File: src/logic/afe_consts.vh
`ifndef AFE_CONSTS_VH
`define AFE_CONSTS_VH
// --
// Class bytes
// --
`define AFE_CLA_STD 8'h00
`define AFE_CLA_WRAP 8'h90
// --
// Standard instructions
// --
`define AFE_INS_SELECT 8'hA4
`define AFE_INS_READ_BIN 8'hB0
`define AFE_INS_UPDATE_BIN 8'hD6
// --
// Wrapped native command codes
// --
`define AFE_NC_AUTH_FIRST 8'h71
`define AFE_NC_AUTH_NEXT 8'h77
`define AFE_NC_KEY_REPLACE 8'hC4
`define AFE_NC_TXN_CREATE 8'hCE
`define AFE_NC_TXN_DELETE 8'hDF
`define AFE_NC_VER_QUERY 8'h64
`define AFE_NC_FILE_FETCH 8'hAD
`define AFE_NC_FILE_STORE 8'h8D
`define AFE_NC_REC_FETCH 8'hAB
`define AFE_NC_REC_APPEND 8'h8B
`define AFE_NC_REC_MODIFY 8'hDB
// --
// Status trailers
// --
`define AFE_SW1_NATIVE 8'h91
`define AFE_RC_OK 8'h00
`define AFE_RC_LENGTH 8'h7E
`define AFE_RC_NO_KEY 8'h40
`define AFE_RC_DENIED 8'h9D
`define AFE_SW_LENGTH 16'h6700
`define AFE_SW_BAD_CLA 16'h6E00
`define AFE_SW_BAD_INS 16'h6D00
`define AFE_SW_NO_CHAIN 16'h6884
`define AFE_SW_NONE 16'h0000
// --
// Frame layout and counts
// --
`define AFE_POS_CLA 9'h000
`define AFE_POS_INS 9'h001
`define AFE_POS_P1 9'h002
`define AFE_POS_P2 9'h003
`define AFE_POS_B5 9'h004
`define AFE_DATA_START 9'h005
`define AFE_FRAME_MAX 9'h105
`define AFE_CNT_MAX 9'h1FF
`define AFE_ONE9 9'h001
`define AFE_ZERO9 9'h000
`define AFE_LE_ALL 9'h100
`define AFE_FSC_DEFAULT 9'h080
// --
// Key table
// --
`define AFE_KEY_APP_MAX 8'h04
`define AFE_GEN_MIN 8'h01
`define AFE_GEN_MAX 8'h04
`define AFE_SLOT_TXN 4'h5
`define AFE_SLOT_GEN_BASE 4'h5
`define AFE_KEY_SLOTS 10
`define AFE_VER_RESET 8'h00
`define AFE_CAP_LRP_BIT 1
`define AFE_AUTH_CAP_MIN_LC 8'h03
`define AFE_KEYNO_MIN_LC 8'h01
// --
// Command kinds
// --
`define AFE_KIND_NATIVE 2'h0
`define AFE_KIND_SELECT 2'h1
`define AFE_KIND_READ 2'h2
`define AFE_KIND_UPDATE 2'h3
`endif

File: src/logic/afe_pad.v
`timescale 1ns/1ns

File: src/logic/afe_tx_framer.v
`timescale 1ns/1ns
`include "afe_consts.vh"
// --
// Response block splitter
// --
module afe_tx_framer (
   input wire ref_clk_i,
   input wire resetn_i,
   input wire in_valid_i,
   input wire [7:0] in_data_i,
   input wire in_final_i,
   output wire in_ready_o,
   input wire [8:0] fsd_i,
   output wire tx_valid_o,
   output wire [7:0] tx_data_o,
   output wire tx_end_o,
   output wire tx_more_o,
   input wire tx_ready_i
);
   reg valid_reg; // Output byte pending
   reg [7:0] data_reg; // Output byte
   reg end_reg; // Last byte of a block
   reg more_reg; // More response bytes follow
   reg [8:0] blk_cnt_reg; // Bytes already in current block
   wire [8:0] blk_next = blk_cnt_reg + `AFE_ONE9;
   // Block is full at the reader's announced size
   wire blk_full = (blk_next >= fsd_i);

   // New byte enters as the old one leaves
   assign in_ready_o = !valid_reg || tx_ready_i;
   assign tx_valid_o = valid_reg;
   assign tx_data_o = data_reg;
   assign tx_end_o = end_reg;
   assign tx_more_o = more_reg;

   // --
   // Output register and block counter
   // --
   always @(posedge ref_clk_i or negedge resetn_i)
   begin
      if (!resetn_i)
      begin
         valid_reg <= 1'b0;
         data_reg <= 8'h00;
         end_reg <= 1'b0;
         more_reg <= 1'b0;
         blk_cnt_reg <= `AFE_ZERO9;
      end
      else if (in_valid_i && in_ready_o)
      begin
         // Only the final byte has nothing behind
         valid_reg <= 1'b1;
         data_reg <= in_data_i;
         end_reg <= in_final_i || blk_full;
         more_reg <= !in_final_i;
         blk_cnt_reg <= (in_final_i || blk_full) ? `AFE_ZERO9 : blk_next;
      end
      else if (tx_ready_i)
      begin
         // Byte taken, nothing new
         valid_reg <= 1'b0;
      end
   end
endmodule // afe_tx_framer

File: src/logic/afe_frame_front_end.v
`timescale 1ns/1ns
`include "afe_consts.vh"
// Functional notes
// - Transaction code key refused for authentication
// - Transaction file create/delete needs root authentication
// - Genuineness keys 1-4 only via LRP
// - Each key holds one version byte
// - Version set on replace/create, reported on query; replace writes application key slots only
// - Only APDU wrapped native commands execute
// - Native answer is return code plus data
// - Standard commands: select, read, update only
// - Native plain parameters least significant first
// - Crypto fields most significant first, untouched
// - Standard parameters most significant first
// - CLA, INS, P1, P2, Lc, data, Le
// - Le zero means all; native Le zero
// - Command data at most 255 bytes
// - Response data at most 256 bytes
// - Response ends with two status bytes
// - Chaining accepted only for listed commands
// - Long responses split to reader frame size
// - Header must fit first block, else length
// - Chained frame handled as one frame
// - Large writes start before frame completes
module afe_frame_front_end #(
   parameter [8:0] FSC_BYTES = `AFE_FSC_DEFAULT
) (
   input wire ref_clk_i,
   input wire resetn_i,
   input wire rx_valid_i,
   input wire [7:0] rx_data_i,
   input wire rx_end_i,
   input wire rx_chain_i,
   input wire [8:0] fsd_i,
   input wire card_level_i,
   input wire root_auth_i,
   input wire sm_lrp_i,
   output reg cmd_start_o,
   output reg [1:0] cmd_kind_o,
   output reg [7:0] cmd_ins_o,
   output reg [15:0] cmd_p1p2_o,
   output reg [15:0] cmd_arg16_o,
   output reg [7:0] cmd_lc_o,
   output reg [7:0] cmd_le_o,
   output reg cmd_early_o,
   output reg [8:0] rx_count_o,
   output reg rx_done_o,
   input wire [7:0] buf_addr_i,
   output reg [7:0] buf_data_o,
   input wire ver_wr_i,
   input wire [7:0] ver_val_i,
   output wire [7:0] txn_key_ver_o,
   input wire rsp_valid_i,
   input wire [7:0] rsp_data_i,
   output reg rsp_ready_o,
   input wire rsp_done_i,
   input wire [15:0] rsp_sw_i,
   output wire tx_valid_o,
   output wire [7:0] tx_data_o,
   output wire tx_end_o,
   output wire tx_more_o,
   input wire tx_ready_i
);
   // --
   // States, one-hot
   // --
   localparam [5:0] S_RX = 6'h01; // Collecting a frame
   localparam [5:0] S_CHK = 6'h02; // Judging a complete frame
   localparam [5:0] S_EXEC = 6'h04; // Back end running
   localparam [5:0] S_VER = 6'h08; // Own version answer
   localparam [5:0] S_SW1 = 6'h10; // First trailer byte
   localparam [5:0] S_SW2 = 6'h20; // Last trailer byte

   // --
   // Decode helpers
   // --
   // Commands allowed to span several blocks
   function chainable;
      input [7:0] cla;
      input [7:0] ins;
      begin
         chainable = (cla == `AFE_CLA_WRAP && (ins == `AFE_NC_FILE_FETCH ||
            ins == `AFE_NC_FILE_STORE || ins == `AFE_NC_REC_FETCH ||
            ins == `AFE_NC_REC_APPEND || ins == `AFE_NC_REC_MODIFY)) ||
            (cla == `AFE_CLA_STD && (ins == `AFE_INS_READ_BIN ||
            ins == `AFE_INS_UPDATE_BIN));
      end
   endfunction

   // Write commands that may outgrow the card buffer
   function big_write;
      input [7:0] cla;
      input [7:0] ins;
      begin
         big_write = (cla == `AFE_CLA_WRAP && (ins == `AFE_NC_FILE_STORE ||
            ins == `AFE_NC_REC_APPEND || ins == `AFE_NC_REC_MODIFY)) ||
            (cla == `AFE_CLA_STD && ins == `AFE_INS_UPDATE_BIN);
      end
   endfunction

   // Key number exists at the current level
   function key_ok;
      input card;
      input [7:0] key;
      begin
         key_ok = card ? (key >= `AFE_GEN_MIN && key <= `AFE_GEN_MAX) :
            (key <= `AFE_KEY_APP_MAX);
      end
   endfunction

   // Version slot of a key
   function [3:0] key_slot;
      input card;
      input [7:0] key;
      begin
         key_slot = card ? (`AFE_SLOT_GEN_BASE + key[3:0]) : key[3:0];
      end
   endfunction

   // --
   // Storage
   // --
   reg [5:0] state_reg; // Main state
   reg [8:0] rx_cnt_reg; // Bytes of reassembled frame
   reg [7:0] cla_reg; // Class byte
   reg [7:0] ins_reg; // Instruction
   reg [7:0] p1_reg; // First parameter
   reg [7:0] p2_reg; // Second parameter
   reg [7:0] b5_reg; // Lc, or Le if frame is five bytes
   reg [7:0] last_reg; // Most recent byte, Le candidate
   reg [7:0] d0_reg; // First data byte, key number
   reg [7:0] d1_reg; // Second data byte
   reg [7:0] d2_reg; // Third data byte, capability
   reg hdr_err_reg; // Block ended inside the header
   reg chain_err_reg; // Chaining on a non-chainable command
   reg [15:0] sw_reg; // Trailer to send
   reg [7:0] ver_out_reg; // Version byte to send
   reg [8:0] out_cnt_reg; // Response data bytes forwarded
   reg [8:0] le_cap_reg; // Response data ceiling
   reg [7:0] buf_mem [0:255]; // Reassembled data field
   reg [7:0] ver_mem [0:`AFE_KEY_SLOTS-1]; // Key versions
   integer i;

   wire fr_ready; // Framer can take a byte
   reg fr_valid; // Byte offered to framer
   reg [7:0] fr_data; // That byte
   reg fr_final; // It closes the response

   wire native = (cla_reg == `AFE_CLA_WRAP);
   wire std = (cla_reg == `AFE_CLA_STD);
   wire take = rx_valid_i && state_reg == S_RX;
   wire frame_end = take && rx_end_i && !rx_chain_i;
   wire [8:0] lc9 = {1'b0, b5_reg};
   wire in_data = rx_cnt_reg >= `AFE_DATA_START;
   wire [8:0] didx = rx_cnt_reg - `AFE_DATA_START;
   wire [8:0] dnext = didx + `AFE_ONE9;
   // Early start at card buffer size
   wire early = take && in_data && !cmd_early_o &&
      big_write(cla_reg, ins_reg) && dnext >= FSC_BYTES;
   wire room = out_cnt_reg < le_cap_reg;
   assign txn_key_ver_o = ver_mem[`AFE_SLOT_TXN];

   // --
   // Frame judgement
   // --
   reg le_only, with_le, no_le, len_ok, lrp_req, chk_err, chk_ver, is_auth;
   reg [7:0] le_val;
   reg [7:0] lc_val;
   reg [15:0] chk_sw;
   reg [15:0] len_sw;
   always @*
   begin
      // Five bytes: header plus Le
      le_only = (rx_cnt_reg == `AFE_DATA_START);
      with_le = (rx_cnt_reg == `AFE_DATA_START + lc9 + `AFE_ONE9);
      no_le = !le_only && (rx_cnt_reg == `AFE_DATA_START + lc9);
      len_ok = le_only || with_le || no_le;
      le_val = le_only ? b5_reg : (with_le ? last_reg : 8'h00);
      lc_val = le_only ? 8'h00 : b5_reg;
      is_auth = native && (ins_reg == `AFE_NC_AUTH_FIRST ||
         ins_reg == `AFE_NC_AUTH_NEXT);
      // LRP: capability bit, else session
      lrp_req = (ins_reg == `AFE_NC_AUTH_FIRST) ?
         (lc_val >= `AFE_AUTH_CAP_MIN_LC && d1_reg != 8'h00 &&
         d2_reg[`AFE_CAP_LRP_BIT]) : sm_lrp_i;
      len_sw = native ? {`AFE_SW1_NATIVE, `AFE_RC_LENGTH} : `AFE_SW_LENGTH;
      chk_err = 1'b1;
      chk_ver = 1'b0;
      chk_sw = `AFE_SW_NONE;
      if (hdr_err_reg)
         chk_sw = len_sw;
      else if (!native && !std)
         chk_sw = `AFE_SW_BAD_CLA;
      else if (!len_ok)
         chk_sw = len_sw;
      else if (chain_err_reg)
         chk_sw = `AFE_SW_NO_CHAIN;
      else if (std && ins_reg != `AFE_INS_SELECT &&
         ins_reg != `AFE_INS_READ_BIN && ins_reg != `AFE_INS_UPDATE_BIN)
         chk_sw = `AFE_SW_BAD_INS;
      else if (native && le_val != 8'h00)
         chk_sw = len_sw;
      else if ((is_auth || (native && ins_reg == `AFE_NC_VER_QUERY)) &&
         lc_val < `AFE_KEYNO_MIN_LC)
         chk_sw = len_sw;
      else if (is_auth && !key_ok(card_level_i, d0_reg))
         chk_sw = {`AFE_SW1_NATIVE, `AFE_RC_NO_KEY};
      else if (is_auth && card_level_i && !lrp_req)
         chk_sw = {`AFE_SW1_NATIVE, `AFE_RC_DENIED};
      else if (native && (ins_reg == `AFE_NC_TXN_CREATE ||
         ins_reg == `AFE_NC_TXN_DELETE) && !root_auth_i)
         chk_sw = {`AFE_SW1_NATIVE, `AFE_RC_DENIED};
      else if (native && ins_reg == `AFE_NC_VER_QUERY)
      begin
         // Answered here from the version table
         if (!key_ok(card_level_i, d0_reg))
            chk_sw = {`AFE_SW1_NATIVE, `AFE_RC_NO_KEY};
         else
         begin
            chk_err = 1'b0;
            chk_ver = 1'b1;
            chk_sw = {`AFE_SW1_NATIVE, `AFE_RC_OK};
         end
      end
      else
         chk_err = 1'b0;
   end

   // --
   // Byte source for the framer
   // --
   always @*
   begin
      fr_valid = 1'b0;
      fr_data = 8'h00;
      fr_final = 1'b0;
      rsp_ready_o = 1'b0;
      case (state_reg)
         S_EXEC:
         begin
            // Bytes past the ceiling are swallowed, not sent
            fr_valid = rsp_valid_i && room;
            fr_data = rsp_data_i;
            rsp_ready_o = fr_ready || !room;
         end
         S_VER:
         begin
            fr_valid = 1'b1;
            fr_data = ver_out_reg;
         end
         S_SW1:
         begin
            fr_valid = 1'b1;
            fr_data = sw_reg[15:8];
         end
         S_SW2:
         begin
            fr_valid = 1'b1;
            fr_data = sw_reg[7:0];
            fr_final = 1'b1;
         end
         default:
         begin
            fr_valid = 1'b0;
         end
      endcase
   end

   // --
   // Data field buffer, kept in arrival order
   // --
   // Crypto fields pass unreordered
   always @(posedge ref_clk_i)
   begin
      if (take && in_data && rx_cnt_reg < `AFE_FRAME_MAX)
         buf_mem[didx[7:0]] <= rx_data_i;
      buf_data_o <= buf_mem[buf_addr_i];
   end

   // --
   // Key version table
   // --
   // Only replace and create write versions
   always @(posedge ref_clk_i or negedge resetn_i)
   begin
      if (!resetn_i)
      begin
         for (i = 0; i < `AFE_KEY_SLOTS; i = i + 1)
            ver_mem[i] <= `AFE_VER_RESET;
      end
      else if (ver_wr_i && state_reg == S_EXEC && native)
      begin
         if (ins_reg == `AFE_NC_TXN_CREATE)
            ver_mem[`AFE_SLOT_TXN] <= ver_val_i;
         else if (ins_reg == `AFE_NC_KEY_REPLACE && key_ok(1'b0, d0_reg))
            ver_mem[key_slot(1'b0, d0_reg)] <= ver_val_i;
      end
   end

   // --
   // Receive, judge and sequence
   // --
   always @(posedge ref_clk_i or negedge resetn_i)
   begin
      if (!resetn_i)
      begin
         state_reg <= S_RX;
         rx_cnt_reg <= `AFE_ZERO9;
         cla_reg <= 8'h00;
         ins_reg <= 8'h00;
         p1_reg <= 8'h00;
         p2_reg <= 8'h00;
         b5_reg <= 8'h00;
         last_reg <= 8'h00;
         d0_reg <= 8'h00;
         d1_reg <= 8'h00;
         d2_reg <= 8'h00;
         hdr_err_reg <= 1'b0;
         chain_err_reg <= 1'b0;
         sw_reg <= `AFE_SW_NONE;
         ver_out_reg <= 8'h00;
         out_cnt_reg <= `AFE_ZERO9;
         le_cap_reg <= `AFE_LE_ALL;
         cmd_start_o <= 1'b0;
         cmd_kind_o <= `AFE_KIND_NATIVE;
         cmd_ins_o <= 8'h00;
         cmd_p1p2_o <= 16'h0000;
         cmd_arg16_o <= 16'h0000;
         cmd_lc_o <= 8'h00;
         cmd_le_o <= 8'h00;
         cmd_early_o <= 1'b0;
         rx_count_o <= `AFE_ZERO9;
         rx_done_o <= 1'b0;
      end
      else
      begin
         cmd_start_o <= 1'b0;
         // Shared by early and normal start
         if (early || (state_reg == S_CHK && !chk_err && !chk_ver &&
            !cmd_early_o))
         begin
            cmd_start_o <= 1'b1;
            cmd_kind_o <= native ? `AFE_KIND_NATIVE :
               (ins_reg == `AFE_INS_SELECT ? `AFE_KIND_SELECT :
               (ins_reg == `AFE_INS_READ_BIN ? `AFE_KIND_READ : `AFE_KIND_UPDATE));
            cmd_ins_o <= ins_reg;
            cmd_p1p2_o <= {p1_reg, p2_reg};
            // Native plain values arrive low byte first
            cmd_arg16_o <= native ? {d1_reg, d0_reg} : {d0_reg, d1_reg};
            cmd_lc_o <= early ? b5_reg : lc_val;
            cmd_le_o <= early ? 8'h00 : le_val;
         end
         if (early)
            cmd_early_o <= 1'b1;
         case (state_reg)
            S_RX:
            begin
               if (take)
               begin
                  // Whole chain is reassembled into one frame
                  if (rx_cnt_reg != `AFE_CNT_MAX)
                     rx_cnt_reg <= rx_cnt_reg + `AFE_ONE9;
                  last_reg <= rx_data_i;
                  if (rx_cnt_reg == `AFE_POS_CLA)
                     cla_reg <= rx_data_i;
                  if (rx_cnt_reg == `AFE_POS_INS)
                     ins_reg <= rx_data_i;
                  if (rx_cnt_reg == `AFE_POS_P1)
                     p1_reg <= rx_data_i;
                  if (rx_cnt_reg == `AFE_POS_P2)
                     p2_reg <= rx_data_i;
                  if (rx_cnt_reg == `AFE_POS_B5)
                     b5_reg <= rx_data_i;
                  if (rx_cnt_reg == `AFE_DATA_START)
                     d0_reg <= rx_data_i;
                  if (rx_cnt_reg == `AFE_DATA_START + `AFE_ONE9)
                     d1_reg <= rx_data_i;
                  if (rx_cnt_reg == `AFE_DATA_START + `AFE_ONE9 + `AFE_ONE9)
                     d2_reg <= rx_data_i;
                  if (in_data && rx_cnt_reg < `AFE_FRAME_MAX)
                     rx_count_o <= dnext;
                  // Block closing mid-header
                  if (rx_end_i && rx_chain_i && rx_cnt_reg < `AFE_POS_P2)
                     hdr_err_reg <= 1'b1;
                  if (rx_end_i && rx_chain_i && rx_cnt_reg >= `AFE_POS_P2 &&
                     !chainable(cla_reg, ins_reg))
                     chain_err_reg <= 1'b1;
               end
               if (frame_end)
               begin
                  rx_done_o <= 1'b1;
                  state_reg <= S_CHK;
               end
            end
            S_CHK:
            begin
               out_cnt_reg <= `AFE_ZERO9;
               // Le zero asks for 256
               le_cap_reg <= (le_val == 8'h00) ? `AFE_LE_ALL : {1'b0, le_val};
               sw_reg <= chk_sw;
               ver_out_reg <= ver_mem[key_slot(card_level_i, d0_reg)];
               // Early write is committed
               if (cmd_early_o)
                  state_reg <= S_EXEC;
               else if (chk_err)
                  state_reg <= S_SW1;
               else if (chk_ver)
                  state_reg <= S_VER;
               else
                  state_reg <= S_EXEC;
            end
            S_EXEC:
            begin
               if (fr_valid && fr_ready)
                  out_cnt_reg <= out_cnt_reg + `AFE_ONE9;
               if (rsp_done_i)
               begin
                  // Native code in second status byte
                  sw_reg <= native ? {`AFE_SW1_NATIVE, rsp_sw_i[7:0]} : rsp_sw_i;
                  state_reg <= S_SW1;
               end
            end
            S_VER:
            begin
               if (fr_ready)
                  state_reg <= S_SW1;
            end
            S_SW1:
            begin
               if (fr_ready)
                  state_reg <= S_SW2;
            end
            S_SW2:
            begin
               if (fr_ready)
               begin
                  // Back to listening
                  state_reg <= S_RX;
                  rx_cnt_reg <= `AFE_ZERO9;
                  hdr_err_reg <= 1'b0;
                  chain_err_reg <= 1'b0;
                  cmd_early_o <= 1'b0;
                  rx_done_o <= 1'b0;
                  rx_count_o <= `AFE_ZERO9;
               end
            end
            default:
            begin
               state_reg <= S_RX;
            end
         endcase
      end
   end

   // --
   // Response block splitter
   // --
   afe_tx_framer u_framer (
      .ref_clk_i(ref_clk_i),
      .resetn_i(resetn_i),
      .in_valid_i(fr_valid),
      .in_data_i(fr_data),
      .in_final_i(fr_final),
      .in_ready_o(fr_ready),
      .fsd_i(fsd_i),
      .tx_valid_o(tx_valid_o),
      .tx_data_o(tx_data_o),
      .tx_end_o(tx_end_o),
      .tx_more_o(tx_more_o),
      .tx_ready_i(tx_ready_i)
   );
endmodule // afe_frame_front_end

File: config.mk
export PLATFORM = sky130hd
export DESIGN_NAME = afe_frame_front_end
export DESIGN_NICKNAME = d
export VERILOG_FILES = /design/src/logic/afe_pad.v /design/src/logic/afe_tx_framer.v /design/src/logic/afe_frame_front_end.v
export VERILOG_INCLUDE_DIRS = /design/src /design/src/logic
export SDC_FILE = /design/constraint.sdc
export NUM_CORES = 2
export LEC_CHECK = 0
export ABC_AREA = 1
export BUFFER_PORTS_ARGS = -buffer_cell sky130_fd_sc_hd__buf_2
export CAP_MARGIN = 20
export CORE_MARGIN = 2
export CORE_UTILIZATION = 56
export CTS_CLUSTER_DIAMETER = 50
export DETAILED_ROUTE_END_ITERATION = 7
export PLACE_DENSITY_LB_ADDON = 0.15
export SETUP_SLACK_MARGIN = 0.2
export SYNTH_ARGS = -nofsm -noshare
export SYNTH_HDL_FRONTEND = slang
export SYNTH_SLANG_ARGS = --single-unit
File: constraint.sdc
create_clock -name ref_clk_i -period 3.45 [get_ports ref_clk_i]
set_input_delay 0 -clock ref_clk_i [delete_from_list [all_inputs] [get_ports ref_clk_i]]
set_output_delay 0 -clock ref_clk_i [all_outputs]
set_load 0.05 [all_outputs]
Yosys cells after proc, flatten, opt, wreduce, memory -nomap -nowiden
Memory sizes are Yosys's and may differ from the RTL's. A register that Yosys moved wholly into a read port is not among the register bits.
Cells that the tools add are included.
{ "classes": {"addsub": 8, "n_mul": 0, "div": 0, "magnitude_cmp": 14, "n_eq_ne": 45, "n_shift": 0, "muxes": 101, "bitwise": 3, "reduce_logical": 104} }
{ "ops": {"columns": ["cell", "count"], "rows": [
  ["16-bit two-way mux", 15],
  ["8-bit equality test (second input constant)", 12],
  ["80-bit bitwise mux", 1],
  ["8-bit two-way mux", 9],
  ["9-bit two-way mux", 8],
  ["9-bit one-hot mux with 2 select lines", 3],
  ["9-bit by 1-bit adder with 9-bit output (second input constant)", 5],
  ["1-bit logical AND", 43],
  ["1-bit two-way mux", 43],
  ["40-bit two-way mux", 1],
  ["9-bit by 3-bit equality test with 1-bit output (second input constant)", 4],
  ["6-bit one-hot mux with 6 select lines", 1],
  ["8-bit binary-select mux with 4-bit select", 1],
  ["8-bit demux with 4-bit select", 1],
  ["16-bit one-hot mux with 2 select lines", 1],
  ["8-bit one-hot mux with 4 select lines", 1],
  ["6-bit two-way mux", 5],
  ["3-bit AND reduction", 10],
  ["8-bit by 7-bit equality test with 1-bit output (second input constant)", 3],
  ["8-bit inequality test (second input constant)", 3],
  ["9-bit by 2-bit equality test with 1-bit output (second input constant)", 2],
  ["9-bit equality test", 2],
  ["1-bit logical OR", 18],
  ["8-bit logical NOT", 2],
  ["other kinds (41)", 81]
]} }
{ "totals": {"register_bits": 295, "latch_bits": 0, "ramBits": 2048, "mem_bits_ro": 0, "inputBits": 69, "out_inout_bits": 98, "elab_cells": 318, "mem_count": 1} }
{ "mem_list": {"columns": ["memory", "words", "width", "read_ports", "rd_clocked_by_memory_dff", "wr", "line_no", "rtl"], "rows": [
  ["buf_mem", 256, 8, 1, 1, 1, "afe_frame_front_end.v:140", "reg [7:0] buf_mem [0:255];"]
]} }

Depth between registers and ports, before layout
{ "logic_depth": {"depth_word": 23, "mapped_depth": 27, "depth_no_buf": 27} }

By module
Synthesis repeated with hierarchy kept, for this count alone.
{ "hier_totals": {"hier_cells": 8235, "hier_area_um2": 96455.0} }
{ "by_module_without_submodules": {"columns": ["mod", "n_inst", "cells_per_inst", "area_each_um2", "seq_area_each_um2"], "rows": [
  ["afe_frame_front_end", 1, 8065, 95216.3, 68518.2],
  ["afe_tx_framer", 1, 170, 1238.7, 500.5]
]} }

Worst setup path after synthesis
OpenSTA, ideal clock, no wires.
{ "synth_timing": {"path_kind": "register to register", "from": "register state_reg[5]", "to": "memory buf_mem[193][0] (enable)", "setup_time_ps": 370, "arrival_ps": 2806, "required_time_ps": 3080, "slack_ps": 274, "stages_incl_launch_ff": 14, "n_path_buf": 2, "period_less_slack_ps": 3176, "path_cell_list": "dfrtp_1 -> nor2_1 -> inv_1 -> nor4_2 -> inv_1 -> nor2_2 -> inv_1 -> nor2_1 -> inv_1 -> clkbuf_1 -> nor2_1 -> nand2_1 -> clkbuf_1 -> nor2_1"} }
{ "synth_between": {"elab_chain_len": 6} }
{ "synth_rtl": {"columns": ["element", "line_no", "rtl"], "rows": [
  ["start, declared", "afe_frame_front_end.v:123", "reg [5:0] state_reg;"],
  ["start signal, assigned", "afe_frame_front_end.v:307", "state_reg <= S_RX;"],
  ["start signal, assigned", "afe_frame_front_end.v:392", "state_reg <= S_CHK;"],
  ["start signal, assigned", "afe_frame_front_end.v:404", "state_reg <= S_EXEC;"],
  ["6-bit by 1-bit equality test with 1-bit output", "afe_frame_front_end.v:151", "wire take = rx_valid_i && state_reg == S_RX;"],
  ["1-bit logical AND", "afe_frame_front_end.v:151", null],
  ["1-bit logical AND", "afe_frame_front_end.v:275", "if (take && in_data && rx_cnt_reg < `AFE_FRAME_MAX)"],
  ["1-bit logical AND (no source line)", null, null],
  ["1-bit two-way mux", "afe_frame_front_end.v:275", null],
  ["1-bit two-way mux (not written as such)", "afe_frame_front_end.v:276", "buf_mem[didx[7:0]] <= rx_data_i;"],
  ["end, declared", "afe_frame_front_end.v:140", null]
]} }
Every way passes these cells.

Final worst setup path
{ "layout_timing": {"from": "register state_reg[5]", "to": "memory buf_mem[48][2] (enable)"} }
Same word-level chain as after synthesis.

==> run_results.csv <==
group,metric,value,unit
yosys,syn_inst,8272,
pwr,p_int,49.8,mW
detailed_routing,via_per_inst,6.15,
sta,period_minus_slack,3.26,ns
worst_hold_path,hp-start,"rsp_sw_i[3]",
clocking,clkLatencyLatePin,0.89,ns
detailed_routing,wirelength,277,mm
finish,drive_above_1_share,13.3,%
clocking,clk_pin_slew,0.06,ns
yosys,ys_dominant_reg_cell,"edfxtp_1",
place,dp.final_hpwl,169,mm
clocking,root_buffer,"clkbuf_16",
detailed_routing,drc,0,
finish,syn_to_final_growth,15.5,%
pwr,p_comb_share,16.6,%
worst_setup_path,required,3.94,ns
yosys,synth_area_per_cell,11.7,sq um
yosys,ys_types,56,
clocking,cts_tree,"done",
job,cap_violations,0,
clocking,clock_path_buffers,3,
sta,fin_skew,0.0442,ns
finish,largest_register_ffs,2048,
floorplanning,row_count,152,
clocking,cts_made_buffers,237,
clocking,cts_sinks,2350,
worst_setup_path,cp.arrival,3.75,ns
worst_setup_path,crit_type,"reg -> reg",
detailed_routing,drt-wirelength-per-cell,24.9,um
finish,postLayoutCellArea,111000,sq um
sta,setup_viol,0,
global_routing,track_usage,31.1,%
sta,finalSetupTns,0,ns
finish,nets,8668,
pwr,switchingPower,19.9,mW
place,gp_congestion,0.944,
detailed_routing,antenna_left,0,
worst_setup_path,crit_slowest_cell,"nor2_1",
pwr,ir_drop,0.000593,V
worst_setup_path,r2r-start,"state_reg[5]",
worst_setup_path,r2r_slack,0.19,ns
yosys,ys_warn_count,0,
worst_hold_path,hp-class,"in -> reg",
global_routing,grt_overflow,0,
pwr,switching_share,28.6,%
yosys,synth_edf_count,2048,
clocking,cts_htree_levels,4,
worst_setup_path,r2r_cells,13,
worst_hold_path,holdPathStages,6,
global_routing,grt_pass1_wl,409,mm
sta,hold_viol_final,0,
place,postPlaceCellArea,102000,sq um
pwr,p_seq_share,46.6,%
yosys,synth.net_count,8372,
worst_setup_path,crit_fanout,8,
pwr,p_clk_share,36.8,%
detailed_routing,dr.pass1.iters,7,
place,port_buffers,166,
sta,slew_viol_final,0,
pwr,p_leak,38.8,nW
worst_setup_path,critical_path.startpoint,"state_reg[5]",
global_routing,grt_max_degree,162,
yosys,synthArstFlopShare,12.5,%
worst_setup_path,worstReg2RegEnd,"buf_mem[48][2]",
worst_setup_path,worstPathCellList,"nor2_1 > inv_1 > nor4_2 > inv_1 > nor2_2 > inv_1 > nor2_1 > inv_1 > nor2_1 > buf_4 > nand2_2 > buf_4 > nor2_1",
yosys,yosysSeqAreaShare,71.6,%
worst_setup_path,critPathMaxStageDelay,0.56,ns
floorplanning,start_util,56.3,%
worst_setup_path,startpoint_type,"flip-flop",
floorplanning,pin_count,167,
global_routing,first_global_vias,63800,
pwr,p_total,69.8,mW
sta,grt_setup_unrepaired,"yes",
pwr,p_per_area,626,nW/um^2
floorplanning,die_area,176000,sq um
detailed_routing,drt_iter0_drc,8709,
sta,fin_crit_sh,94.5,%
outcome,outcome,"finished, final reports clean",
floorplanning,die_x,419,um
sta,timing.slew.headroom,33.6,%
sta,max_freq,0.307,GHz
global_routing,antenna_found_initial,6,
yosys,syn_area,96400,sq um
floorplanning,core,171000,sq um
floorplanning,die_h,419,um
worst_setup_path,end_kind,"flip-flop",
worst_hold_path,hold_end,"sw_reg[3]",
yosys,ys_ff_latch,2350,
detailed_routing,vias,68200,
sta,worstMarginPinSlew,0.995,ns
-- worst max path at each step --
stage	end	slack, ns
final	buf_mem[48][2]	0.19
after global routing	buf_mem[48][2]	-0.006
after CTS	buf_mem[100][5]	0.19
after detailed placement	cmd_p1p2_o[13]	-0.05
after global placement	cmd_p1p2_o[6]	0.11
after floorplan	buf_mem[193][0]	0.27
-- layout make-up --
class                      instances  area (sq um)
sequential                      2350         69000
inverter                         275          1060
clock buffer                     292          6310
multi-input combinational       5080         24900
antenna                            3          7.51
fill                           12900         60000
clock inverter                   153          1480
timing repair buffer             624          5740
tap                             2310          2890
-- critical path: cells and delay by family (launching register included) --
family        cells  cell delay [ns]
buf+inv           6             0.91
flops             1             0.40
simple gates      7             1.57
-- per-stage QoR --
step                std cells  utilization [%]  hold slack (ns)  setup slack (ns)
floorplan                8272                -           -0.296             0.274
detailed placement      10500             59.3           0.0499           -0.0518
CTS                     11100             64.5          0.00354             0.188
finish                  11100             65.0           0.0650             0.190
global route            11100             65.0           0.0732          -0.00614
global placement        10500             59.3           0.0491             0.108
-- power by group through the flow --
stage          clock network (mW)  registers (mW)  logic, mW
2_1_floorplan                   0            33.4       5.45
3_3_place_gp                    0            33.1       10.6
3_5_place_dp                    0            33.1       10.6
4_1_cts                      25.8            32.5       10.9
5_1_grt                      27.0            32.6       12.4
6_report                     25.7            32.5       11.6
-- logic make-up (layout without fill, tap and decap cells) --
family	count (synthesis)	count (layout)	share of synthesized area [%]
adders and majority gates	31	31	0.402
and+or+nand+nor	2643	2647	10.9
DFF	2350	2350	71.6
buffers and inverters	846	1344	3.38
other	0	3	0
xor gates and xnor gates	19	19	0.173
AOI/OAI and AO/OA	2383	2383	13.6
-- per-layer routing --
metal	vias to the layer above	GRT usage, %	wire length (um)
met3	464	5.60	27700
met2	3468	46.8	124000
met5	-	0	10
li1	30500	-	-
met1	33700	46.4	115000
met4	2	10.1	8990
-- Yosys cell counts (10+ instances only) --
library cell	number	area, sq um
o221ai_1	10	87.6
buf_4	13	97.6
edfxtp_1	2048	61500
nor2_1	1824	6850
o22ai_1	652	4080
inv_1	263	987
nand3b_1	41	308
nand4_1	21	131
nor3_1	31	155
nor2_2	13	81.3
dfrtp_1	292	7310
nand3_1	107	536
clkbuf_1	534	2000
a21oi_1	36	180
o32ai_1	44	385
buf_2	12	60.1
nand2_1	571	2140
ha_1	31	388
nor4_1	10	62.6
o211ai_1	10	75.1
xor2_1	18	158
buf_1	10	37.5
o21ai_0	1584	7930
-- timing repair --
item,in CTS,in global routing
buffers inserted,7,16
hold buffers,84,0
endpoints found under the hold margin,2188,0
pin swaps,9,22
setup endpoints to repair,205,1816
gates cloned,4,7
gates resized for setup,35,202
-- cells in the final DEF, fill, tap and decap left out, types with 11 or more instances in the layout --
cell           netlist  routed
clkinv_2             0      41
xor2_1              18      16
bufinv_16            0      21
clkbuf_1           534      41
o22ai_1            652     652
nor2_4               3      11
o32ai_1             44      44
a21oi_1             36      35
nor3_1              31      31
nand3b_1            41      41
inv_1              263     254
nor2_1            1824    1663
clkinvlp_4           0      16
buf_8                0      13
edfxtp_1          2048    2048
inv_2                7      11
nand3_1            107      98
nand2_2              5      25
nor2_2              13     170
clkinv_1             5      52
o21ai_0           1584    1581
buf_4               13     286
buf_2               12     153
dlygate4sd3_1        0      83
nand2_1            571     546
dfrtp_1            292     287
nand4_1             21      21
ha_1                31      29
clkbuf_16            0     245
clkbuf_8             0      12
buf_12               0      78
No activity file was read; power rests on OpenSTA's default activity.
